`config.mk`:
```
export PLATFORM = sky130hd
export DESIGN_NAME = dps_path_selector
export DESIGN_NICKNAME = d
export VERILOG_FILES = /design/src/hw/dps_pkg.sv /design/src/hw/dps_sync.sv /design/src/hw/dps_path_selector.sv
export SDC_FILE = /design/constraint.sdc
export NUM_CORES = 1
export LEC_CHECK = 0
export ABC_AREA = 0
export BUFFER_PORTS_ARGS = -buffer_cell sky130_fd_sc_hd__buf_2
export CORE_MARGIN = 3
export CORE_UTILIZATION = 34
export CTS_CLUSTER_SIZE = 10
export DETAILED_ROUTE_END_ITERATION = 16
export PLACE_DENSITY_LB_ADDON = 0.15
export RECOVER_POWER = 100
export SLEW_MARGIN = 30
export SYNTH_ARGS = -nofsm -noshare
export SYNTH_HDL_FRONTEND = slang
export SYNTH_SLANG_ARGS = --single-unit
```
`constraint.sdc`:
```
create_clock -name sys_clk_i -period 2.35 [get_ports sys_clk_i]
set_input_delay 0.1175 -clock sys_clk_i [delete_from_list [all_inputs] [get_ports sys_clk_i]]
set_output_delay 0.1175 -clock sys_clk_i [all_outputs]
set_load 0.005 [all_outputs]
```
`src/hw/dps_pkg.sv`:
```
// Constants shared by the input power path selector and its testbench.
// Assumes a single 100 MHz system clock and an 8-bit register port.
package dps_pkg;

   // ***********************************************************
   // Register map
   // ***********************************************************
   localparam logic [7:0] DPS_REG_PATH_CTRL    = 8'h13;  // input_path_control
   localparam int         DPS_BIT_EN_ONE       = 7;      // path_one_enable
   localparam int         DPS_BIT_EN_TWO       = 6;      // path_two_enable
   localparam int         DPS_BIT_ST_ONE       = 5;      // path_one_closed_status, read only
   localparam int         DPS_BIT_ST_TWO       = 4;      // path_two_closed_status, read only
   localparam int         DPS_BIT_ALL_DIS      = 0;      // all_paths_disable
   localparam logic       DPS_RST_ENABLE       = 1'b0;
   localparam logic       DPS_RST_ALL_DIS      = 1'b0;
   localparam logic [7:0] DPS_RDATA_IDLE       = 8'h00;

   // ***********************************************************
   // Timing
   // ***********************************************************
   localparam int         DPS_CLK_PERIOD_NS    = 10;
   localparam int         DPS_DET_SETTLE_NS    = 1000;   // Gate pin settle time before sampling
   localparam int         DPS_DET_CYCLES       = (DPS_DET_SETTLE_NS + DPS_CLK_PERIOD_NS - 1) / DPS_CLK_PERIOD_NS;
   localparam int         DPS_DET_CNT_W        = $clog2(DPS_DET_CYCLES + 1);
   localparam int         DPS_SYNC_W           = 8;

   // ***********************************************************
   // Path control states
   // ***********************************************************
   typedef enum logic [2:0] {
      DPS_DETECT,
      DPS_IDLE,
      DPS_ON_ONE,
      DPS_ON_TWO,
      DPS_BREAK
   } dps_state_t;

endpackage : dps_pkg

```
`src/hw/dps_sync.sv`:
```
// Two flip-flop synchroniser for a group of independent level inputs.
// Assumes each bit is a slow level; no bus coherency between bits.
`timescale 1ns/10ps
module dps_sync #(
   parameter int W = 8
) (
   // Clock and reset
   input  wire logic         sys_clk_i,
   input  wire logic         reset_n_i,
   // Data
   input  wire logic [W-1:0] async_i,
   output logic      [W-1:0] sync_o
);

   logic [W-1:0] meta_r;

   // First stage feeds only the second stage
   always_ff @(posedge sys_clk_i or negedge reset_n_i)
   begin
      if (!reset_n_i)
      begin
         meta_r <= '0;
         sync_o <= '0;
      end
      else
      begin
         meta_r <= async_i;
         sync_o <= meta_r;
      end
   end

endmodule : dps_sync

```
`src/hw/dps_path_selector.sv`:
```
// Dual input power path selector: gate drive control for two back-to-back FET pairs.
// Assumes comparator and gate pin inputs are asynchronous; register port is on sys_clk_i.
//
// Summary of operation
// - At power-on a gate pin held low means that FET pair is absent.
// - No pairs: status bits 0, all-paths disable 1, both enables locked 0.
// - Only pair one: path two status and enable stay 0.
// - Status bit reads 1 while its pair is closed, 0 while open.
// - All-paths disable set forces every gate off.
// - Enable bit 0 forces its gate off; 1 lets it on when conditions hold.
// - Single pair: a valid input one sets enable one and closes pair one.
// - Both pairs found at power-on: both status bits read 1.
// - Dual mode: the first valid input gets its pair closed autonomously.
// - Simultaneous valid inputs: path one wins, enable one set.
// - A second input arriving while the first conducts stays off.
// - A write setting both enables at once leaves both enables unchanged.
// - On a swap, open old pair, wait converter low, then close new.
// - Both valid and active fails by UV, OV or OC: swap automatically.
// - Autonomous swaps update both enable bits to show the active path.
// - One valid input: writing 00 to enables does not open both pairs.
// - Both inputs present: 00 or all-paths disable opens both pairs.
// - Gate on needs pair fitted, input valid, no disables, converter low.
`timescale 1ns/10ps
module dps_path_selector
   import dps_pkg::*;
(
   // Clock and reset
   input  wire logic       sys_clk_i,
   input  wire logic       reset_n_i,
   // Register port
   input  wire logic [7:0] reg_addr_i,
   input  wire logic       reg_wr_i,
   input  wire logic       reg_rd_i,
   input  wire logic [7:0] reg_wdata_i,
   output logic      [7:0] reg_rdata_o,
   // Comparators (asynchronous)
   input  wire logic       input_sense_one_present_i,
   input  wire logic       input_sense_one_ov_i,
   input  wire logic       input_sense_two_present_i,
   input  wire logic       input_sense_two_ov_i,
   input  wire logic       converter_input_present_i,
   input  wire logic       input_overcurrent_fault_i,
   // Device-level control from other blocks (same clock)
   input  wire logic       both_gates_disable_i,
   input  wire logic       input_high_impedance_request_i,
   // Gate drive pins
   input  wire logic       gate_drive_one_i,
   output logic            gate_drive_one_o,
   output logic            gate_drive_one_oe_o,
   input  wire logic       gate_drive_two_i,
   output logic            gate_drive_two_o,
   output logic            gate_drive_two_oe_o,
   // Status
   output logic            path_one_closed_status_o,
   output logic            path_two_closed_status_o
);

   // ***********************************************************
   // Input synchronisation
   // ***********************************************************
   logic [DPS_SYNC_W-1:0]  raw_in;
   logic [DPS_SYNC_W-1:0]  syn_in;
   logic                   pres1_s, ov1_s, pres2_s, ov2_s, conv_s, oc_s, pin1_s, pin2_s;

   assign raw_in = {input_sense_one_present_i, input_sense_one_ov_i, input_sense_two_present_i,
                    input_sense_two_ov_i, converter_input_present_i, input_overcurrent_fault_i,
                    gate_drive_one_i, gate_drive_two_i};

   dps_sync #(
      .W         (DPS_SYNC_W)
   ) u_sync (
      .sys_clk_i (sys_clk_i),
      .reset_n_i (reset_n_i),
      .async_i   (raw_in),
      .sync_o    (syn_in)
   );

   assign {pres1_s, ov1_s, pres2_s, ov2_s, conv_s, oc_s, pin1_s, pin2_s} = syn_in;

   // ***********************************************************
   // State
   // ***********************************************************
   dps_state_t                state_r;
   dps_state_t                state_nxt;
   logic [DPS_DET_CNT_W-1:0]  det_cnt_r;
   logic                      det_done;
   logic                      fitted1_r, fitted2_r;
   logic                      en1_r, en2_r, dis_r;
   logic                      en1_nxt, en2_nxt, dis_nxt;
   logic                      v1, v2, v1_d_r, v2_d_r, v1_rise, v2_rise;
   logic                      block, wr_ctrl, w_en1, w_en2, take_en;
   logic                      status_hold_r;

   assign det_done = (state_r != DPS_DETECT);
   assign wr_ctrl  = reg_wr_i && (reg_addr_i == DPS_REG_PATH_CTRL);
   assign w_en1    = reg_wdata_i[DPS_BIT_EN_ONE];
   assign w_en2    = reg_wdata_i[DPS_BIT_EN_TWO];

   // Valid input: pair fitted, above presence and below overvoltage
   assign v1 = fitted1_r && pres1_s && !ov1_s;
   assign v2 = fitted2_r && pres2_s && !ov2_s;
   assign v1_rise = v1 && !v1_d_r;
   assign v2_rise = v2 && !v2_d_r;

   // Anything that forbids every gate
   assign block = dis_r || both_gates_disable_i || input_high_impedance_request_i;

   // Enable field is taken unless both set, or 00 with exactly one valid input
   assign take_en = !(w_en1 && w_en2) &&
                    !(!w_en1 && !w_en2 && (v1 ^ v2));

   // ***********************************************************
   // Fitted pair detection at power-on
   // ***********************************************************
   // The pins are released during detection; a pair that is absent has its
   // pin strapped to ground, so a low level after settling means absent.
   always_ff @(posedge sys_clk_i or negedge reset_n_i)
   begin
      if (!reset_n_i)
      begin
         det_cnt_r <= '0;
         fitted1_r <= 1'b0;
         fitted2_r <= 1'b0;
      end
      else if (state_r == DPS_DETECT)
      begin
         det_cnt_r <= det_cnt_r + 1'b1;
         if (det_cnt_r == DPS_DET_CNT_W'(DPS_DET_CYCLES))
         begin
            fitted1_r <= pin1_s;
            fitted2_r <= pin2_s;
         end
      end
   end

   // Edge memory for arrival ordering of the two inputs
   always_ff @(posedge sys_clk_i or negedge reset_n_i)
   begin
      if (!reset_n_i)
      begin
         v1_d_r <= 1'b0;
         v2_d_r <= 1'b0;
      end
      else
      begin
         v1_d_r <= v1;
         v2_d_r <= v2;
      end
   end

   // ***********************************************************
   // Control register next value
   // ***********************************************************
   always_comb
   begin
      en1_nxt = en1_r;
      en2_nxt = en2_r;
      dis_nxt = dis_r;
      if (wr_ctrl)
      begin
         dis_nxt = reg_wdata_i[DPS_BIT_ALL_DIS];
         if (take_en)
         begin
            en1_nxt = w_en1;
            en2_nxt = w_en2;
         end
      end
      // Active source lost with the other still good: swap on our own
      if (state_r == DPS_ON_ONE && v2 && (!v1 || oc_s))
      begin
         en1_nxt = 1'b0;
         en2_nxt = 1'b1;
      end
      else if (state_r == DPS_ON_TWO && v1 && (!v2 || oc_s))
      begin
         en1_nxt = 1'b1;
         en2_nxt = 1'b0;
      end
      // Nothing selected: pick the first arrival, path one on a tie or when alone
      else if (!en1_nxt && !en2_nxt && !dis_nxt && !wr_ctrl)
      begin
         if (v1 && (v1_rise || !v2))
            en1_nxt = 1'b1;
         else if (v2 && (v2_rise || !v1))
            en2_nxt = 1'b1;
      end
      // Disable forces both enables clear
      if (dis_nxt)
      begin
         en1_nxt = 1'b0;
         en2_nxt = 1'b0;
      end
      // Absent pairs lock their enables low and no pair at all locks disable high
      en1_nxt = en1_nxt && fitted1_r;
      en2_nxt = en2_nxt && fitted2_r;
      if (!fitted1_r && !fitted2_r)
         dis_nxt = 1'b1;
   end

   // Control register; untouched until detection has settled the lock-outs
   always_ff @(posedge sys_clk_i or negedge reset_n_i)
   begin
      if (!reset_n_i)
      begin
         en1_r <= DPS_RST_ENABLE;
         en2_r <= DPS_RST_ENABLE;
         dis_r <= DPS_RST_ALL_DIS;
      end
      else if (det_done)
      begin
         en1_r <= en1_nxt;
         en2_r <= en2_nxt;
         dis_r <= dis_nxt;
      end
   end

   // ***********************************************************
   // Gate sequencing
   // ***********************************************************
   // Break before make: a pair only closes from IDLE with the converter node
   // below presence, so two sources can never be bridged through the node.
   always_comb
   begin
      state_nxt = state_r;
      unique case (state_r)
         DPS_DETECT:
            if (det_cnt_r == DPS_DET_CNT_W'(DPS_DET_CYCLES))
               state_nxt = DPS_IDLE;
         DPS_IDLE:
            if (!block && !conv_s)
            begin
               if (en1_r && v1)
                  state_nxt = DPS_ON_ONE;
               else if (en2_r && v2)
                  state_nxt = DPS_ON_TWO;
            end
         DPS_ON_ONE:
            if (block || !en1_r || !v1)
               state_nxt = DPS_BREAK;
         DPS_ON_TWO:
            if (block || !en2_r || !v2)
               state_nxt = DPS_BREAK;
         DPS_BREAK:
            if (!conv_s)
               state_nxt = DPS_IDLE;
      endcase
   end

   always_ff @(posedge sys_clk_i or negedge reset_n_i)
   begin
      if (!reset_n_i)
         state_r <= DPS_DETECT;
      else
         state_r <= state_nxt;
   end

   // Gate pins; an absent pair's pin is strapped low and never driven
   always_ff @(posedge sys_clk_i or negedge reset_n_i)
   begin
      if (!reset_n_i)
      begin
         gate_drive_one_o    <= 1'b0;
         gate_drive_two_o    <= 1'b0;
         gate_drive_one_oe_o <= 1'b0;
         gate_drive_two_oe_o <= 1'b0;
      end
      else
      begin
         gate_drive_one_o    <= (state_nxt == DPS_ON_ONE);
         gate_drive_two_o    <= (state_nxt == DPS_ON_TWO);
         gate_drive_one_oe_o <= det_done && fitted1_r;
         gate_drive_two_oe_o <= det_done && fitted2_r;
      end
   end

   // ***********************************************************
   // Status bits
   // ***********************************************************
   // With both pairs found, both bits show 1 until the first gate action;
   // after that each bit tracks its own pair.
   always_ff @(posedge sys_clk_i or negedge reset_n_i)
   begin
      if (!reset_n_i)
      begin
         status_hold_r            <= 1'b0;
         path_one_closed_status_o <= 1'b0;
         path_two_closed_status_o <= 1'b0;
      end
      else
      begin
         if (state_r == DPS_DETECT && state_nxt == DPS_IDLE)
            status_hold_r <= pin1_s && pin2_s;
         else if (state_nxt != DPS_IDLE)
            status_hold_r <= 1'b0;
         path_one_closed_status_o <= (state_nxt == DPS_ON_ONE) || status_hold_r;
         path_two_closed_status_o <= (state_nxt == DPS_ON_TWO) || status_hold_r;
      end
   end

   // ***********************************************************
   // Register read
   // ***********************************************************
   // Read data is registered; unmapped offsets answer zero
   always_ff @(posedge sys_clk_i or negedge reset_n_i)
   begin
      if (!reset_n_i)
         reg_rdata_o <= DPS_RDATA_IDLE;
      else
      begin
         reg_rdata_o <= DPS_RDATA_IDLE;
         if (reg_rd_i && reg_addr_i == DPS_REG_PATH_CTRL)
         begin
            reg_rdata_o[DPS_BIT_EN_ONE]  <= en1_r;
            reg_rdata_o[DPS_BIT_EN_TWO]  <= en2_r;
            reg_rdata_o[DPS_BIT_ST_ONE]  <= path_one_closed_status_o;
            reg_rdata_o[DPS_BIT_ST_TWO]  <= path_two_closed_status_o;
            reg_rdata_o[DPS_BIT_ALL_DIS] <= dis_r;
         end
      end
   end

   // ***********************************************************
   // Assertions
   // ***********************************************************
   property p_never_both_closed;
      @(posedge sys_clk_i) disable iff (!reset_n_i)
      !(gate_drive_one_o && gate_drive_two_o);
   endproperty
   a_never_both_closed: assert property (p_never_both_closed)
      else $error("both gate drives on");

   property p_disable_opens;
      @(posedge sys_clk_i) disable iff (!reset_n_i)
      dis_r |=> !gate_drive_one_o && !gate_drive_two_o;
   endproperty
   a_disable_opens: assert property (p_disable_opens)
      else $error("gate on after all-paths disable");

   property p_enable_gates;
      @(posedge sys_clk_i) disable iff (!reset_n_i)
      !en1_r |=> !gate_drive_one_o;
   endproperty
   a_enable_gates: assert property (p_enable_gates)
      else $error("gate one on with enable clear");

   property p_no_pairs;
      @(posedge sys_clk_i) disable iff (!reset_n_i)
      det_done && $past(det_done) && !fitted1_r && !fitted2_r |-> dis_r && !en1_r && !en2_r;
   endproperty
   a_no_pairs: assert property (p_no_pairs)
      else $error("no-pair lock-out broken");

   property p_pair_two_absent;
      @(posedge sys_clk_i) disable iff (!reset_n_i)
      det_done && !fitted2_r |-> !en2_r && !path_two_closed_status_o && !gate_drive_two_oe_o;
   endproperty
   a_pair_two_absent: assert property (p_pair_two_absent)
      else $error("absent pair two not locked");

   property p_turn_on_cond;
      @(posedge sys_clk_i) disable iff (!reset_n_i)
      $rose(gate_drive_one_o) |-> $past(!conv_s && v1 && !block);
   endproperty
   a_turn_on_cond: assert property (p_turn_on_cond)
      else $error("gate one closed without its conditions");

   property p_status_tracks;
      @(posedge sys_clk_i) disable iff (!reset_n_i)
      gate_drive_one_o |-> path_one_closed_status_o;
   endproperty
   a_status_tracks: assert property (p_status_tracks)
      else $error("status one low while closed");

   property p_zero_write_one_valid;
      @(posedge sys_clk_i) disable iff (!reset_n_i)
      det_done && wr_ctrl && !w_en1 && !w_en2 && !reg_wdata_i[DPS_BIT_ALL_DIS] && (v1 ^ v2)
      |=> (en1_r || en2_r || !$past(en1_r || en2_r));
   endproperty
   a_zero_write_one_valid: assert property (p_zero_write_one_valid)
      else $error("00 write honoured with one valid input");

   property p_break_before_make;
      @(posedge sys_clk_i) disable iff (!reset_n_i)
      $fell(gate_drive_one_o) |-> !gate_drive_two_o ##1 !gate_drive_two_o;
   endproperty
   a_break_before_make: assert property (p_break_before_make)
      else $error("pair two closed right after pair one opened");

endmodule : dps_path_selector

```
-- Word level (Yosys, flattened, before mapping)
Index checks and enable logic that the tools add are counted.
- bits in registers: 45
- add/sub/neg operators: 1
- eq/ne operators: 10
- muxes and demuxes: 29
- bitwise logic cells: 1
- reduce and logical (&&, ||, !) cells: 67
- operators by type and width (kind ; number):
    logical AND 1 bit ; 31
    two-way mux 3 bit ; 7
    zero test 1 bit ; 20
    two-way mux 1 bit ; 20
    one-hot mux 3 bit (5 select lines) ; 1
    equality test 3 x 2 -> 1 bit, second input constant ; 4
    logical OR 1 bit ; 12
    equality test 8 x 5 -> 1 bit, second input constant ; 1
    adder 7 x 1 -> 7 bit, second input constant ; 1
    equality test 7 bit, second input constant ; 1
    equality test 3 x 1 -> 1 bit, second input constant ; 2
    two-way mux 4 bit ; 1
    equality test 3 bit, second input constant ; 1
    zero test 3 bit ; 1
    != test 3 x 1 -> 1 bit, second input constant ; 1
    nonzero test 3 bit ; 1
    AND reduction 2 bit ; 1
    nonzero test 2 bit ; 1
    XOR 1 bit ; 1

-- Longest topological paths before layout
Gate-level depths: netlist of run 1.
- depth in word-level cells: 17
- mapped depth: 8

-- By module
Synthesis of run 1 repeated with hierarchy kept, for this count alone.
- cell total of the unflattened synthesis: 169
- area, all modules: 1880.6 um^2
- by module, submodules not included (module ; times used ; cells an instance ; area an instance (um^2) ; seq. area each (um^2)):
    dps_path_selector ; 1 ; 153 ; 1480.2 ; 725.7
    dps_sync ; 1 ; 16 ; 400.4 ; 400.4

-- Least setup slack after synthesis of run 1
OpenSTA, ideal clock, no wires.
- kind: input-to-reg
- start point: input port reg_addr_i[5]
- end point: register en1_r
- library setup time: 121 ps
- arrival: 1852 ps
- setup slack: 377 ps
- stages on the path: 7
- cell sequence: or4b_1 or4_4 buf_6 a21o_1 a21oi_1 o21ai_1 a22o_1
- word-level cells in the longest chain between the ends: 12
- elaborated cells on any way between the ends: 18
- those cells by class: 1 x eq/ne; 8 x mux; 9 x reduce/logical
- ends and longest elaborated chain (element ; RTL line ; text):
    start, declared ; dps_path_selector.sv:31 ; input wire logic [7:0] reg_addr_i,
    equality test 8 x 5 -> 1 bit (*) ; dps_path_selector.sv:95 ; assign wr_ctrl = reg_wr_i && (reg_addr_i == DPS_REG_PATH_CTRL);
    logical AND 1 bit (*) ; dps_path_selector.sv:95 ;
    two-way mux 1 bit ; dps_path_selector.sv:159 ; if (wr_ctrl)
    zero test 1 bit ; dps_path_selector.sv:180 ; else if (!en1_nxt && !en2_nxt && !dis_nxt && !wr_ctrl)
    logical AND 1 bit (3 in series) ; dps_path_selector.sv:180 ;
    two-way mux 1 bit ; dps_path_selector.sv:180 ;
    two-way mux 1 bit ; dps_path_selector.sv:174 ; else if (state_r == DPS_ON_TWO && v1 && (!v2 || oc_s))
    two-way mux 1 bit ; dps_path_selector.sv:169 ; if (state_r == DPS_ON_ONE && v2 && (!v1 || oc_s))
    two-way mux 1 bit (*) ; dps_path_selector.sv:188 ; if (dis_nxt)
    logical AND 1 bit (*) ; dps_path_selector.sv:194 ; en1_nxt = en1_nxt && fitted1_r;
    end signal, assigned ; dps_path_selector.sv:211 ; en1_r <= en1_nxt;
    end, declared ; dps_path_selector.sv:88 ; logic en1_r, en2_r, dis_r;
Mark *: on every way between the ends. The rest lies on a longest branch, timed or not.
A chain may end at the register's enable or synchronous reset.

-- Final worst setup path of run 1
- start point: input port reg_addr_i[5]
- end point: register en2_r
- word-level cells in the longest chain between the ends: 12
- elaborated cells on any way between the ends: 19
- those cells by class: 1 x eq/ne; 9 x mux; 9 x reduce/logical
- ends and longest elaborated chain (element ; RTL line ; text):
    equality test 8 x 5 -> 1 bit (*) ; dps_path_selector.sv:95 ;
    logical AND 1 bit (*) ; dps_path_selector.sv:95 ;
    two-way mux 1 bit ; dps_path_selector.sv:159 ;
    zero test 1 bit ; dps_path_selector.sv:180 ;
    logical AND 1 bit (3 in series) ; dps_path_selector.sv:180 ;
    two-way mux 1 bit ; dps_path_selector.sv:180 ;
    two-way mux 1 bit ; dps_path_selector.sv:174 ;
    two-way mux 1 bit ; dps_path_selector.sv:169 ;
    two-way mux 1 bit (*) ; dps_path_selector.sv:188 ;
    logical AND 1 bit (*) ; dps_path_selector.sv:195 ; en2_nxt = en2_nxt && fitted2_r;
    end signal, assigned ; dps_path_selector.sv:212 ; en2_r <= en2_nxt;
    end, declared ; dps_path_selector.sv:88 ;
Marks and branches as above.

==> results of run 1 <==
[flip-flops by register name, indices dropped and copies added (netlist names)]
register,cells
u_sync.sync_o,8
gate_drive_one_oe_o,1
reg_rdata_o,5
gate_drive_two_oe_o,1
v1_d_r,1
en2_r,1
path_one_closed_status_o,1
det_cnt_r,7
fitted2_r,1
v2_d_r,1
state_r,3
fitted1_r,1
path_two_closed_status_o,1
u_sync.meta_r,8
status_hold_r,1
gate_drive_two_o,1
en1_r,1
gate_drive_one_o,1
dis_r,1
[how the worst max path moves through the flow]
stage	start	to	depth (start not counted)
CTS	state_r[0]	fitted1_r	3
detailed placement	reg_addr_i[5]	en1_r	7
global placement	reg_addr_i[5]	en1_r	7
global route	state_r[0]	det_cnt_r[5]	5
floorplan	reg_addr_i[5]	en1_r	7
finish	reg_addr_i[5]	en2_r	7
[worst register-to-register path: cells and delay by family (launching register included)]
family	cells	cell delay, ps
xor gates and xnor gates	1	160
buffers and inverters	1	260
DFF	1	510
and+or+nand+nor	3	970
[per-layer routing]
metal | GRT usage (%) | up-vias
li1 | - | 676
met1 | 15.4 | 664
met2 | 20.1 | 61
met3 | 3.44 | 7
met4 | 4.05 | 0
met5 | 0 | -
[per-stage QoR]
stage	utilization [%]	std cells	instance area (um2)	hold slack [ps]	setup slack, ps
2_1_floorplan	-	172	1930	-178	377
3_3_place_gp	40.7	271	2140	226	278
3_5_place_dp	40.7	271	2140	227	234
4_1_cts	44.5	287	2340	6.09	472
5_1_grt	44.4	288	2340	101	173
6_report	44.4	288	2340	95.5	351
[power by group through the flow]
stage	logic (mW)	registers, mW	clock network [mW]
floorplan	0.0478	0.826	0
global placement	0.0787	0.832	0
detailed placement	0.0819	0.834	0
CTS	0.0928	0.819	0.625
global route	0.108	0.822	0.657
finish	0.0911	0.818	0.600
[cell type report]
type	instances	share of cell area, %
Tap cell	70	3.74
Clock buffer	6	3.53
Clock inverter	2	1.60
Sequential cell	45	48.1
Timing Repair Buffer	45	11.4
Multi-Input combinational cell	109	29.7
Inverter	11	1.82
[cell families after synthesis]
| group | count (synthesis) | synth area share (%) |
|---|---|---|
| flops | 45 | 58.6 |
| other cells | 1 | 0.195 |
| buf+inv | 18 | 5.08 |
| simple gates | 66 | 19.5 |
| mux | 4 | 2.21 |
| compound gates | 26 | 9.38 |
| fa+ha+maj | 2 | 1.30 |
| xor+xnor | 8 | 3.65 |
[repair_timing]
| item | 4_1_cts | 5_1_grt |
|---|---|---|
| buffers inserted | 0 | 0 |
| hold endpoints to repair | 8 | 45 |
| resized for setup | 0 | 0 |
| hold buffers | 8 | 1 |
[placed cells by master, fill, tap and decap left out, types with 6 or more instances in the layout]
master                           n
sky130_fd_sc_hd__buf_2          30
sky130_fd_sc_hd__clkbuf_8        6
sky130_fd_sc_hd__dfrtp_1        45
sky130_fd_sc_hd__dlygate4sd3_1   9
sky130_fd_sc_hd__inv_1          10
sky130_fd_sc_hd__nand2_1        16
sky130_fd_sc_hd__nand2b_1        6
sky130_fd_sc_hd__nor2_1          9
sky130_fd_sc_hd__o21ai_0         6
sky130_fd_sc_hd__xnor2_1         6
==> impl_metrics.ini, run 1 <==
[route]
wl_met2_um = 1690
total_wirelength_of_the_detailed_routed_design_um = 3690
topRoutingLayerUsed = met4
route.detailed.wl_per_inst_um = 12.8
met3_layer_wire_length_in_the_routed_design_um = 288
drt_iter0_drc = 77
via_per_inst = 4.89
num_vias = 1408
first_pass_iters = 4
postRouteAntennaNets = 0
drt_drc_violations_left = 0
drt-met1-wl_um = 1650

[die]
die_y_um = 81.2
core.rowCount = 26
design.portCount = 44
die-width_um = 81.2
floorplan.core_area_um2 = 5270
initial_core_util_pct = 36.4
total_die_area_um2 = 6590

[pwr]
total_power_mw = 1.51
static_leakage_nw = 1.12
comb_power_share_pct = 6.0
power_report.internal_total_mw = 1.19
power-per-cell-area_nw_per_um2 = 645
p_sw_share_pct = 21.1
clkPwrFrac_pct = 39.8
peakVddDrop_mv = 0.339
switching_power_mw = 0.318
seq_power_share_pct = 54.2

[sta]
clock_period_minus_worst_slack_ps = 2000
min_period_over_period_pct = 85.0
finalSetupViolations = 0
clock_skew_ps = 6.24
drv_slew = 0
rsz_0062_raised_after_global_routing = false
timing.fmax_ghz = 0.500
worst_pin_slew_ps = 1090
setup-tns-final_ps = 0
normalized_max_slew_margin_pct = 27.2
timing.final.hold_violations = 0

[final_layout]
area_occupied_by_multi_input_gates_um2 = 696
seqCellArea_um2 = 1130
nFillCells = 510
syn2layout_area_growth_pct = 21.8
post_route_cells_drive_above_1_share_pct = 22.5
final_nets = 249
num_antenna_cells = 0

[job]
maxCapViolCount = 0

[clocking]
clock_sinks = 45
worst_skew_pair.late_latency_ps = 290
worst_setup_hold_path_clk_slew_ps = 90
cts_tree = built
clock_tree.buffer_depth = 2
clk_root_buffer_cell = sky130_fd_sc_hd__clkbuf_8
numCtsBuffers = 5
cts_max_level = 2

[yosys]
synth.top_cell.area_share_pct = 58.6
synth_seq_area_share_pct = 58.6
synth_cell_types = 53
synthDominantAreaCellType = sky130_fd_sc_hd__dfrtp_1
synth_seq_cells = 45
yosys-top-cells-count = 45 x sky130_fd_sc_hd__dfrtp_1, 16 x sky130_fd_sc_hd__nand2_1, 9 x sky130_fd_sc_hd__nor2_1
synth_edf_count = 0
synth_flop_cell = sky130_fd_sc_hd__dfrtp_1
avgSynthCellArea_um2 = 11.3
synth.most_common_cell = sky130_fd_sc_hd__dfrtp_1
mappedNetlistArea_um2 = 1920
synth_warnings = 0
async_reset_ff_share_pct = 100
syn_inst = 170
synthTopCellsByArea = sky130_fd_sc_hd__dfrtp_1 59%, sky130_fd_sc_hd__nand2_1 3.1%, sky130_fd_sc_hd__xnor2_1 2.7%

[setup_path]
cp_slowest_stage_delay_ps = 700
cp_delay_by_family_top = simple AND/OR/NAND/NOR gates
path_buf_inv = 1
r2r_end = det_cnt_r[5]
cp_data_required_time_ps = 2530
r2r_cells = 5
arrival_ps = 2180
crit_path_top_delay_cell = sky130_fd_sc_hd__or4_1
worstSetupEndpointType = flip-flop
cp_cell_sequence = buf_2, or4b_1, or4_1, o311ai_0, a21oi_1, a22oi_1, o21ai_1
critPathMaxFanout = 9
timing.critical_path.from_type = primary input
timing.setup.critical_path_class = primary input to flip-flop
r2r_slack_ps = 370
r2r-start = state_r[0]

[place]
io_buffers = 35
gpl.final_weighted_congestion = 0.835
dp_hpwl_um = 2700

[grt]
grt_util_all_layers_pct = 12.2
grt_antenna_before_repair = 0
grt_pass1_wl_um = 6220
grt_max_degree = 46
number_of_global_route_vias_before_repair = 1404
globalRouteOverflowTotal = 0

[min_path]
worst_hold_startpoint = reg_rd_i
hold-path-cell-count = 3
hold_class = primary input to flip-flop
whs_endpoint = reg_rdata_o[0]

[outcome]
status = completed
Power figures use the tool's default switching activity.
==> run 2, diff against run 1 <==
--- a/config.mk
+++ b/config.mk
@@ -7,12 +7,14 @@
 export LEC_CHECK = 0
 export ABC_AREA = 0
 export BUFFER_PORTS_ARGS = -buffer_cell sky130_fd_sc_hd__buf_2
+export CORE_ASPECT_RATIO = 1.1
 export CORE_MARGIN = 3
 export CORE_UTILIZATION = 34
 export CTS_CLUSTER_SIZE = 10
 export DETAILED_ROUTE_END_ITERATION = 16
 export PLACE_DENSITY_LB_ADDON = 0.15
 export RECOVER_POWER = 100
+export REMOVE_ABC_BUFFERS = 1
 export SLEW_MARGIN = 30
 export SYNTH_ARGS = -nofsm -noshare
 export SYNTH_HDL_FRONTEND = slang
==> run 2 against run 1 <==
Against the previous run: sequential cell count is the same; cell area shrank 0.59%; clock power down 16%; first-iteration DRC count increased by 23%; setup slack better by 30 ps; clock skew grew 1.9 ps; count of clock-buffer cells in the layout down 1; sequential power is essentially flat; routed wire length increased by 2.6%; register-to-register slack is essentially flat; non-clock buffer count is the same; critical path type is now flip-flop to flip-flop; largest cell class unchanged.
==> impl_metrics.ini, run 2 (synthesis results as in run 1) <==
[outcome]
status = completed

[final_layout]
post_route_cells_drive_above_1_share_pct = 22.0
final_nets = 249
syn2layout_area_growth_pct = 21.1
num_antenna_cells = 0
most_common_cell_after_layout_fill_and_taps_aside = sky130_fd_sc_hd__dfrtp_1
final-instance-count-excl-fill = 293
reg_top3 = u_sync.meta_r x8, u_sync.sync_o x8, det_cnt_r x7
stdcell_area_um2 = 2330
layout.cells.most_common_list = 45 x sky130_fd_sc_hd__dfrtp_1, 29 x sky130_fd_sc_hd__buf_2, 16 x sky130_fd_sc_hd__nand2_1, 10 x sky130_fd_sc_hd__inv_1

[clocking]
clock_tree.buffer_depth = 2
clk_root_buffer_cell = sky130_fd_sc_hd__clkbuf_8
clock_sinks = 45
cts_max_level = 2
cts_hold_buf = 8
worst_skew_pair.late_latency_ps = 300
worst_setup_hold_path_clk_slew_ps = 90
cts_tree = built
numCtsBuffers = 5
post_cts.resized_instances = 0
post_cts_setup_bufs = 0

[pwr]
p_sw_share_pct = 24.5
switching_power_mw = 0.348
peakVddDrop_mv = 0.334
seq_power_share_pct = 57.7
power_report.internal_total_mw = 1.07
clkPwrFrac_pct = 35.7
power-per-cell-area_nw_per_um2 = 610
total_power_mw = 1.42
comb_power_share_pct = 6.6
static_leakage_nw = 1.11

[setup_path]
r2r_slack_ps = 380
timing.setup.critical_path_class = flip-flop to flip-flop
r2r_end = det_cnt_r[5]
cp_delay_by_family_top = simple AND/OR/NAND/NOR gates
timing.critical_path.from_type = flip-flop
cp_slowest_stage_delay_ps = 630
worstSetupEndpointType = flip-flop
path_buf_inv = 1
critPathMaxFanout = 12
cp_cell_sequence = nor3_1, buf_4, nand4_1, nor2_1, xor2_1
arrival_ps = 2190
cp_data_required_time_ps = 2570
r2r-start = state_r[0]
crit_path_top_delay_cell = sky130_fd_sc_hd__nor3_1
r2r_cells = 5

[place]
numPlacedInstances = 276
io_buffers = 35
gpl.final_weighted_congestion = 0.760
placement.setup.worst_slack_ps = 237
dp_hpwl_um = 2850
detailed_place.area_um2 = 2150

[sta]
clock_skew_ps = 8.14
drv_slew = 0
clock_period_minus_worst_slack_ps = 1970
timing.fmax_ghz = 0.508
setup-tns-final_ps = 0
setup_slack_ps = 381
normalized_max_slew_margin_pct = 27.4
finalSetupViolations = 0
rsz_0062_raised_after_global_routing = false
timing.final.hold_violations = 0
worst_pin_slew_ps = 1090
min_period_over_period_pct = 83.8

[die]
die_y_um = 84.8
core.rowCount = 28
total_die_area_um2 = 6590
initial_core_util_pct = 35.4
design.portCount = 44
floorplan.core_area_um2 = 5430
die-width_um = 77.7

[grt]
grt_pass1_wl_um = 6800
grt_antenna_before_repair = 0
grt_max_degree = 46
globalRouteOverflowTotal = 0
grt_util_all_layers_pct = 13.0
number_of_global_route_vias_before_repair = 1487

[route]
postRouteAntennaNets = 0
route.detailed.wl_per_inst_um = 12.9
num_vias = 1376
drt_iter0_drc = 95
via_per_inst = 4.70
total_wirelength_of_the_detailed_routed_design_um = 3790
drt_drc_violations_left = 0
first_pass_iters = 4

[min_path]
whs_endpoint = dis_r
hold-path-cell-count = 3
worst_hold_startpoint = reg_wdata_i[0]
hold_class = primary input to flip-flop

[job]
maxCapViolCount = 0
==> run 2: cell types whose count changed in the layout (fill, tap and decap cells not counted), sizes merged <==
cell      delta
clkinvlp     -1
inv          +3
bufinv       -1
buf          -1
==> run 2: power groups by stage <==
stage | logic, mW | clock network (mW) | registers, mW
final | 0.0934 | 0.507 | 0.818
after global routing | 0.107 | 0.570 | 0.824
after CTS | 0.0945 | 0.533 | 0.819
after detailed placement | 0.0832 | 0 | 0.835
after global placement | 0.0789 | 0 | 0.833
after floorplan | 0.0396 | 0 | 0.829
==> run 2: how the worst max path moves through the flow <==
| stage | from | end | depth (start not counted) |
|---|---|---|---|
| 2_1_floorplan | reg_addr_i[5] | en1_r | 6 |
| 3_3_place_gp | reg_addr_i[5] | en1_r | 7 |
| 3_5_place_dp | reg_addr_i[5] | en1_r | 7 |
| 4_1_cts | state_r[0] | fitted2_r | 3 |
| 5_1_grt | fitted2_r | status_hold_r | 7 |
| 6_report | state_r[0] | det_cnt_r[5] | 5 |
==> run 2: worst register-to-register path: stages, from the launching register on <==
cell and delay (ps):
sky130_fd_sc_hd__dfrtp_1 520, sky130_fd_sc_hd__nor3_1 630, sky130_fd_sc_hd__buf_4 260, sky130_fd_sc_hd__nand4_1 160, sky130_fd_sc_hd__nor2_1 160, sky130_fd_sc_hd__xor2_1 170
==> run 2: area by class of cell <==
class	instances	area, um2
Inverter	11	42.5
Timing Repair Buffer	45	267
Fill cell	545	3100
Sequential cell	45	1130
Clock inverter	3	28.8
Tap cell	75	93.8
Clock buffer	5	68.8
Multi-Input combinational cell	109	699
==> run 2: layer usage <==
metal | global-route usage [%] | part of all wire (%) | up-vias
met4 | 4.85 | 1.5 | 0
met1 | 14.6 | 41 | 668
li1 | - | - | 670
met5 | 0 | 0 | -
met2 | 23.1 | 52 | 33
met3 | 3.61 | 5.5 | 5
==> run 2: per-stage QoR <==
stage,util (%),hold slack (ps)
6_report,42.8,77.2
3_5_place_dp,39.6,227
5_1_grt,42.8,76.4
4_1_cts,42.9,4.98
2_1_floorplan,-,-178
3_3_place_gp,39.6,225
==> run 3, diff against run 2 <==
==> constraint.sdc (replaced) <==
create_clock -name sys_clk_i -period 2 [get_ports sys_clk_i]
set_input_delay 0.1 -clock sys_clk_i [delete_from_list [all_inputs] [get_ports sys_clk_i]]
set_output_delay 0.1 -clock sys_clk_i [all_outputs]
set_load 0.005 [all_outputs]
==> run 3 against run 2 <==
Against the previous run: cell count up 2.7%; hold slack worse by 19 ps; count of clock-buffer cells in the layout unchanged; clock skew up 4.8 ps; critical endpoint is now en2_r; via count up 2.2%; setup slack worse by 220 ps; critical path depth up 2; core utilization up 1.5 points; largest power group unchanged.
==> impl_metrics.ini, run 3 (synthesis results as in run 1) <==
[route]
via_per_inst = 4.67
first_pass_iters = 4
drt_iter0_drc = 64
total_wirelength_of_the_detailed_routed_design_um = 3730
postRouteAntennaNets = 0
route.detailed.wl_per_inst_um = 12.4
num_vias = 1406
drt_drc_violations_left = 0

[sta]
clock_skew_ps = 12.9
finalSetupViolations = 0
rsz_0062_raised_after_global_routing = false
normalized_max_slew_margin_pct = 38.4
worst_pin_slew_ps = 924
timing.fmax_ghz = 0.543
timing.final.hold_violations = 0
min_period_over_period_pct = 92.2
setup_slack_ps = 157
clock_period_minus_worst_slack_ps = 1840
drv_slew = 0

[setup_path]
r2r-start = det_cnt_r[0]
timing.setup.critical_path_class = primary input to flip-flop
critPathMaxFanout = 8
path_buf_inv = 1
arrival_ps = 2020
cp_slowest_stage_delay_ps = 600
worstSetupEndpointType = flip-flop
cp_data_required_time_ps = 2180
timing.critical_path.from_type = primary input
cp_cell_sequence = buf_2, or4b_1, or4_4, o311ai_0, a21oi_1, a22oi_1, o21ai_1
crit_path_top_delay_cell = sky130_fd_sc_hd__or4_4
cp_delay_by_family_top = simple AND/OR/NAND/NOR gates
r2r_slack_ps = 210
r2r_cells = 7
r2r_end = status_hold_r

[clocking]
clock_sinks = 45
clock_tree.buffer_depth = 2
worst_skew_pair.late_latency_ps = 300
clk_root_buffer_cell = sky130_fd_sc_hd__clkbuf_8
numCtsBuffers = 5
cts_tree = built
cts_max_level = 2
worst_setup_hold_path_clk_slew_ps = 90

[final_layout]
most_common_cell_after_layout_fill_and_taps_aside = sky130_fd_sc_hd__dfrtp_1
reg_top3 = u_sync.meta_r x8, u_sync.sync_o x8, det_cnt_r x7
syn2layout_area_growth_pct = 25.3
nFillCells = 536
post_route_cells_drive_above_1_share_pct = 24.8
final_nets = 257
num_antenna_cells = 0
layout.cells.most_common_list = 45 x sky130_fd_sc_hd__dfrtp_1, 30 x sky130_fd_sc_hd__buf_2, 16 x sky130_fd_sc_hd__nand2_1, 10 x sky130_fd_sc_hd__inv_1
stdcell_area_um2 = 2410

[min_path]
worst_hold_startpoint = reg_wdata_i[0]
whs_endpoint = dis_r
hold-path-cell-count = 3
hold_class = primary input to flip-flop

[pwr]
p_sw_share_pct = 22.2
peakVddDrop_mv = 0.284
power_report.internal_total_mw = 1.38
seq_power_share_pct = 54.1
power-per-cell-area_nw_per_um2 = 736
comb_power_share_pct = 6.6
static_leakage_nw = 1.15
clkPwrFrac_pct = 39.4
switching_power_mw = 0.394
total_power_mw = 1.77

[grt]
grt_pass1_wl_um = 6660
number_of_global_route_vias_before_repair = 1480
grt_util_all_layers_pct = 12.7
globalRouteOverflowTotal = 0
grt_antenna_before_repair = 0
grt_max_degree = 30

[die]
floorplan.core_area_um2 = 5430
die-width_um = 77.7
core.rowCount = 28
total_die_area_um2 = 6590
die_y_um = 84.8
design.portCount = 44
initial_core_util_pct = 35.4

[place]
detailed_place.area_um2 = 2210
io_buffers = 35
placement.setup.worst_slack_ps = -88.5
gpl.final_weighted_congestion = 0.789
dp_hpwl_um = 2840

[outcome]
status = completed

[job]
maxCapViolCount = 0
[run 3: cell types whose count changed in the layout (fill, tap and decap cells not counted), sizes merged]
cell,before,now
bufinv,0,1
buf,30,37
inv,13,12
clkbuf,11,12
[run 3: tightest hold or removal path: stages]
cell and delay [ps]:
sky130_fd_sc_hd__buf_2 90, sky130_fd_sc_hd__nor4_1 40, sky130_fd_sc_hd__nor2_1 80
[run 3: metrics by stage]
step / instances / setup TNS, ps / hold WS, ps / util (%)
after floorplan: 165 / 0 / -196 / -
after global placement: 284 / -43.3 / 35.0 / 40.7
after detailed placement: 284 / -166 / 43.6 / 40.7
after CTS: 301 / 0 / 56.6 / 44.5
after global routing: 301 / 0 / 88.3 / 44.3
final: 301 / 0 / 58.0 / 44.3
[run 3: worst max path at each step]
stage / slack, ps / start / to / depth (start not counted)
finish: 160 / reg_addr_i[5] / en2_r / 7
global route: 40 / state_r[0] / det_cnt_r[5] / 6
CTS: 90 / det_cnt_r[0] / status_hold_r / 7
detailed placement: -90 / reg_addr_i[5] / en2_r / 7
global placement: -40 / reg_addr_i[5] / en1_r / 7
floorplan: 110 / reg_addr_i[5] / en1_r / 6
[run 3: final cells by class]
type | instances | area [um2] | area share (%)
Sequential cell | 45 | 1130 | 46.8
Timing Repair Buffer | 53 | 319 | 13.3
Clock inverter | 3 | 47.5 | 1.98
Inverter | 11 | 42.5 | 1.77
Tap cell | 75 | 93.8 | 3.90
Clock buffer | 5 | 68.8 | 2.86
Multi-Input combinational cell | 109 | 709 | 29.5
[run 3: metal layers]
layer,routed length (um),global-route usage (%)
met4,101,6.31
met5,0,0
met2,1840,21.7
met3,193,3.72
met1,1600,14.5
[run 3: timing repair]
item | 4_1_cts | 5_1_grt
endpoints found under the hold margin | 24 | 0
gates resized for setup | 0 | 3
setup endpoints to repair | 0 | 1
setup buffers | 0 | 0
hold buffers | 9 | 0
[run 3: power groups by stage]
stage	logic, mW	registers [mW]	clock network [mW]
final	0.117	0.958	0.698
after global routing	0.136	0.964	0.764
after CTS	0.119	0.959	0.725
after detailed placement	0.105	0.977	0
after global placement	0.100	0.976	0
after floorplan	0.0466	0.974	0
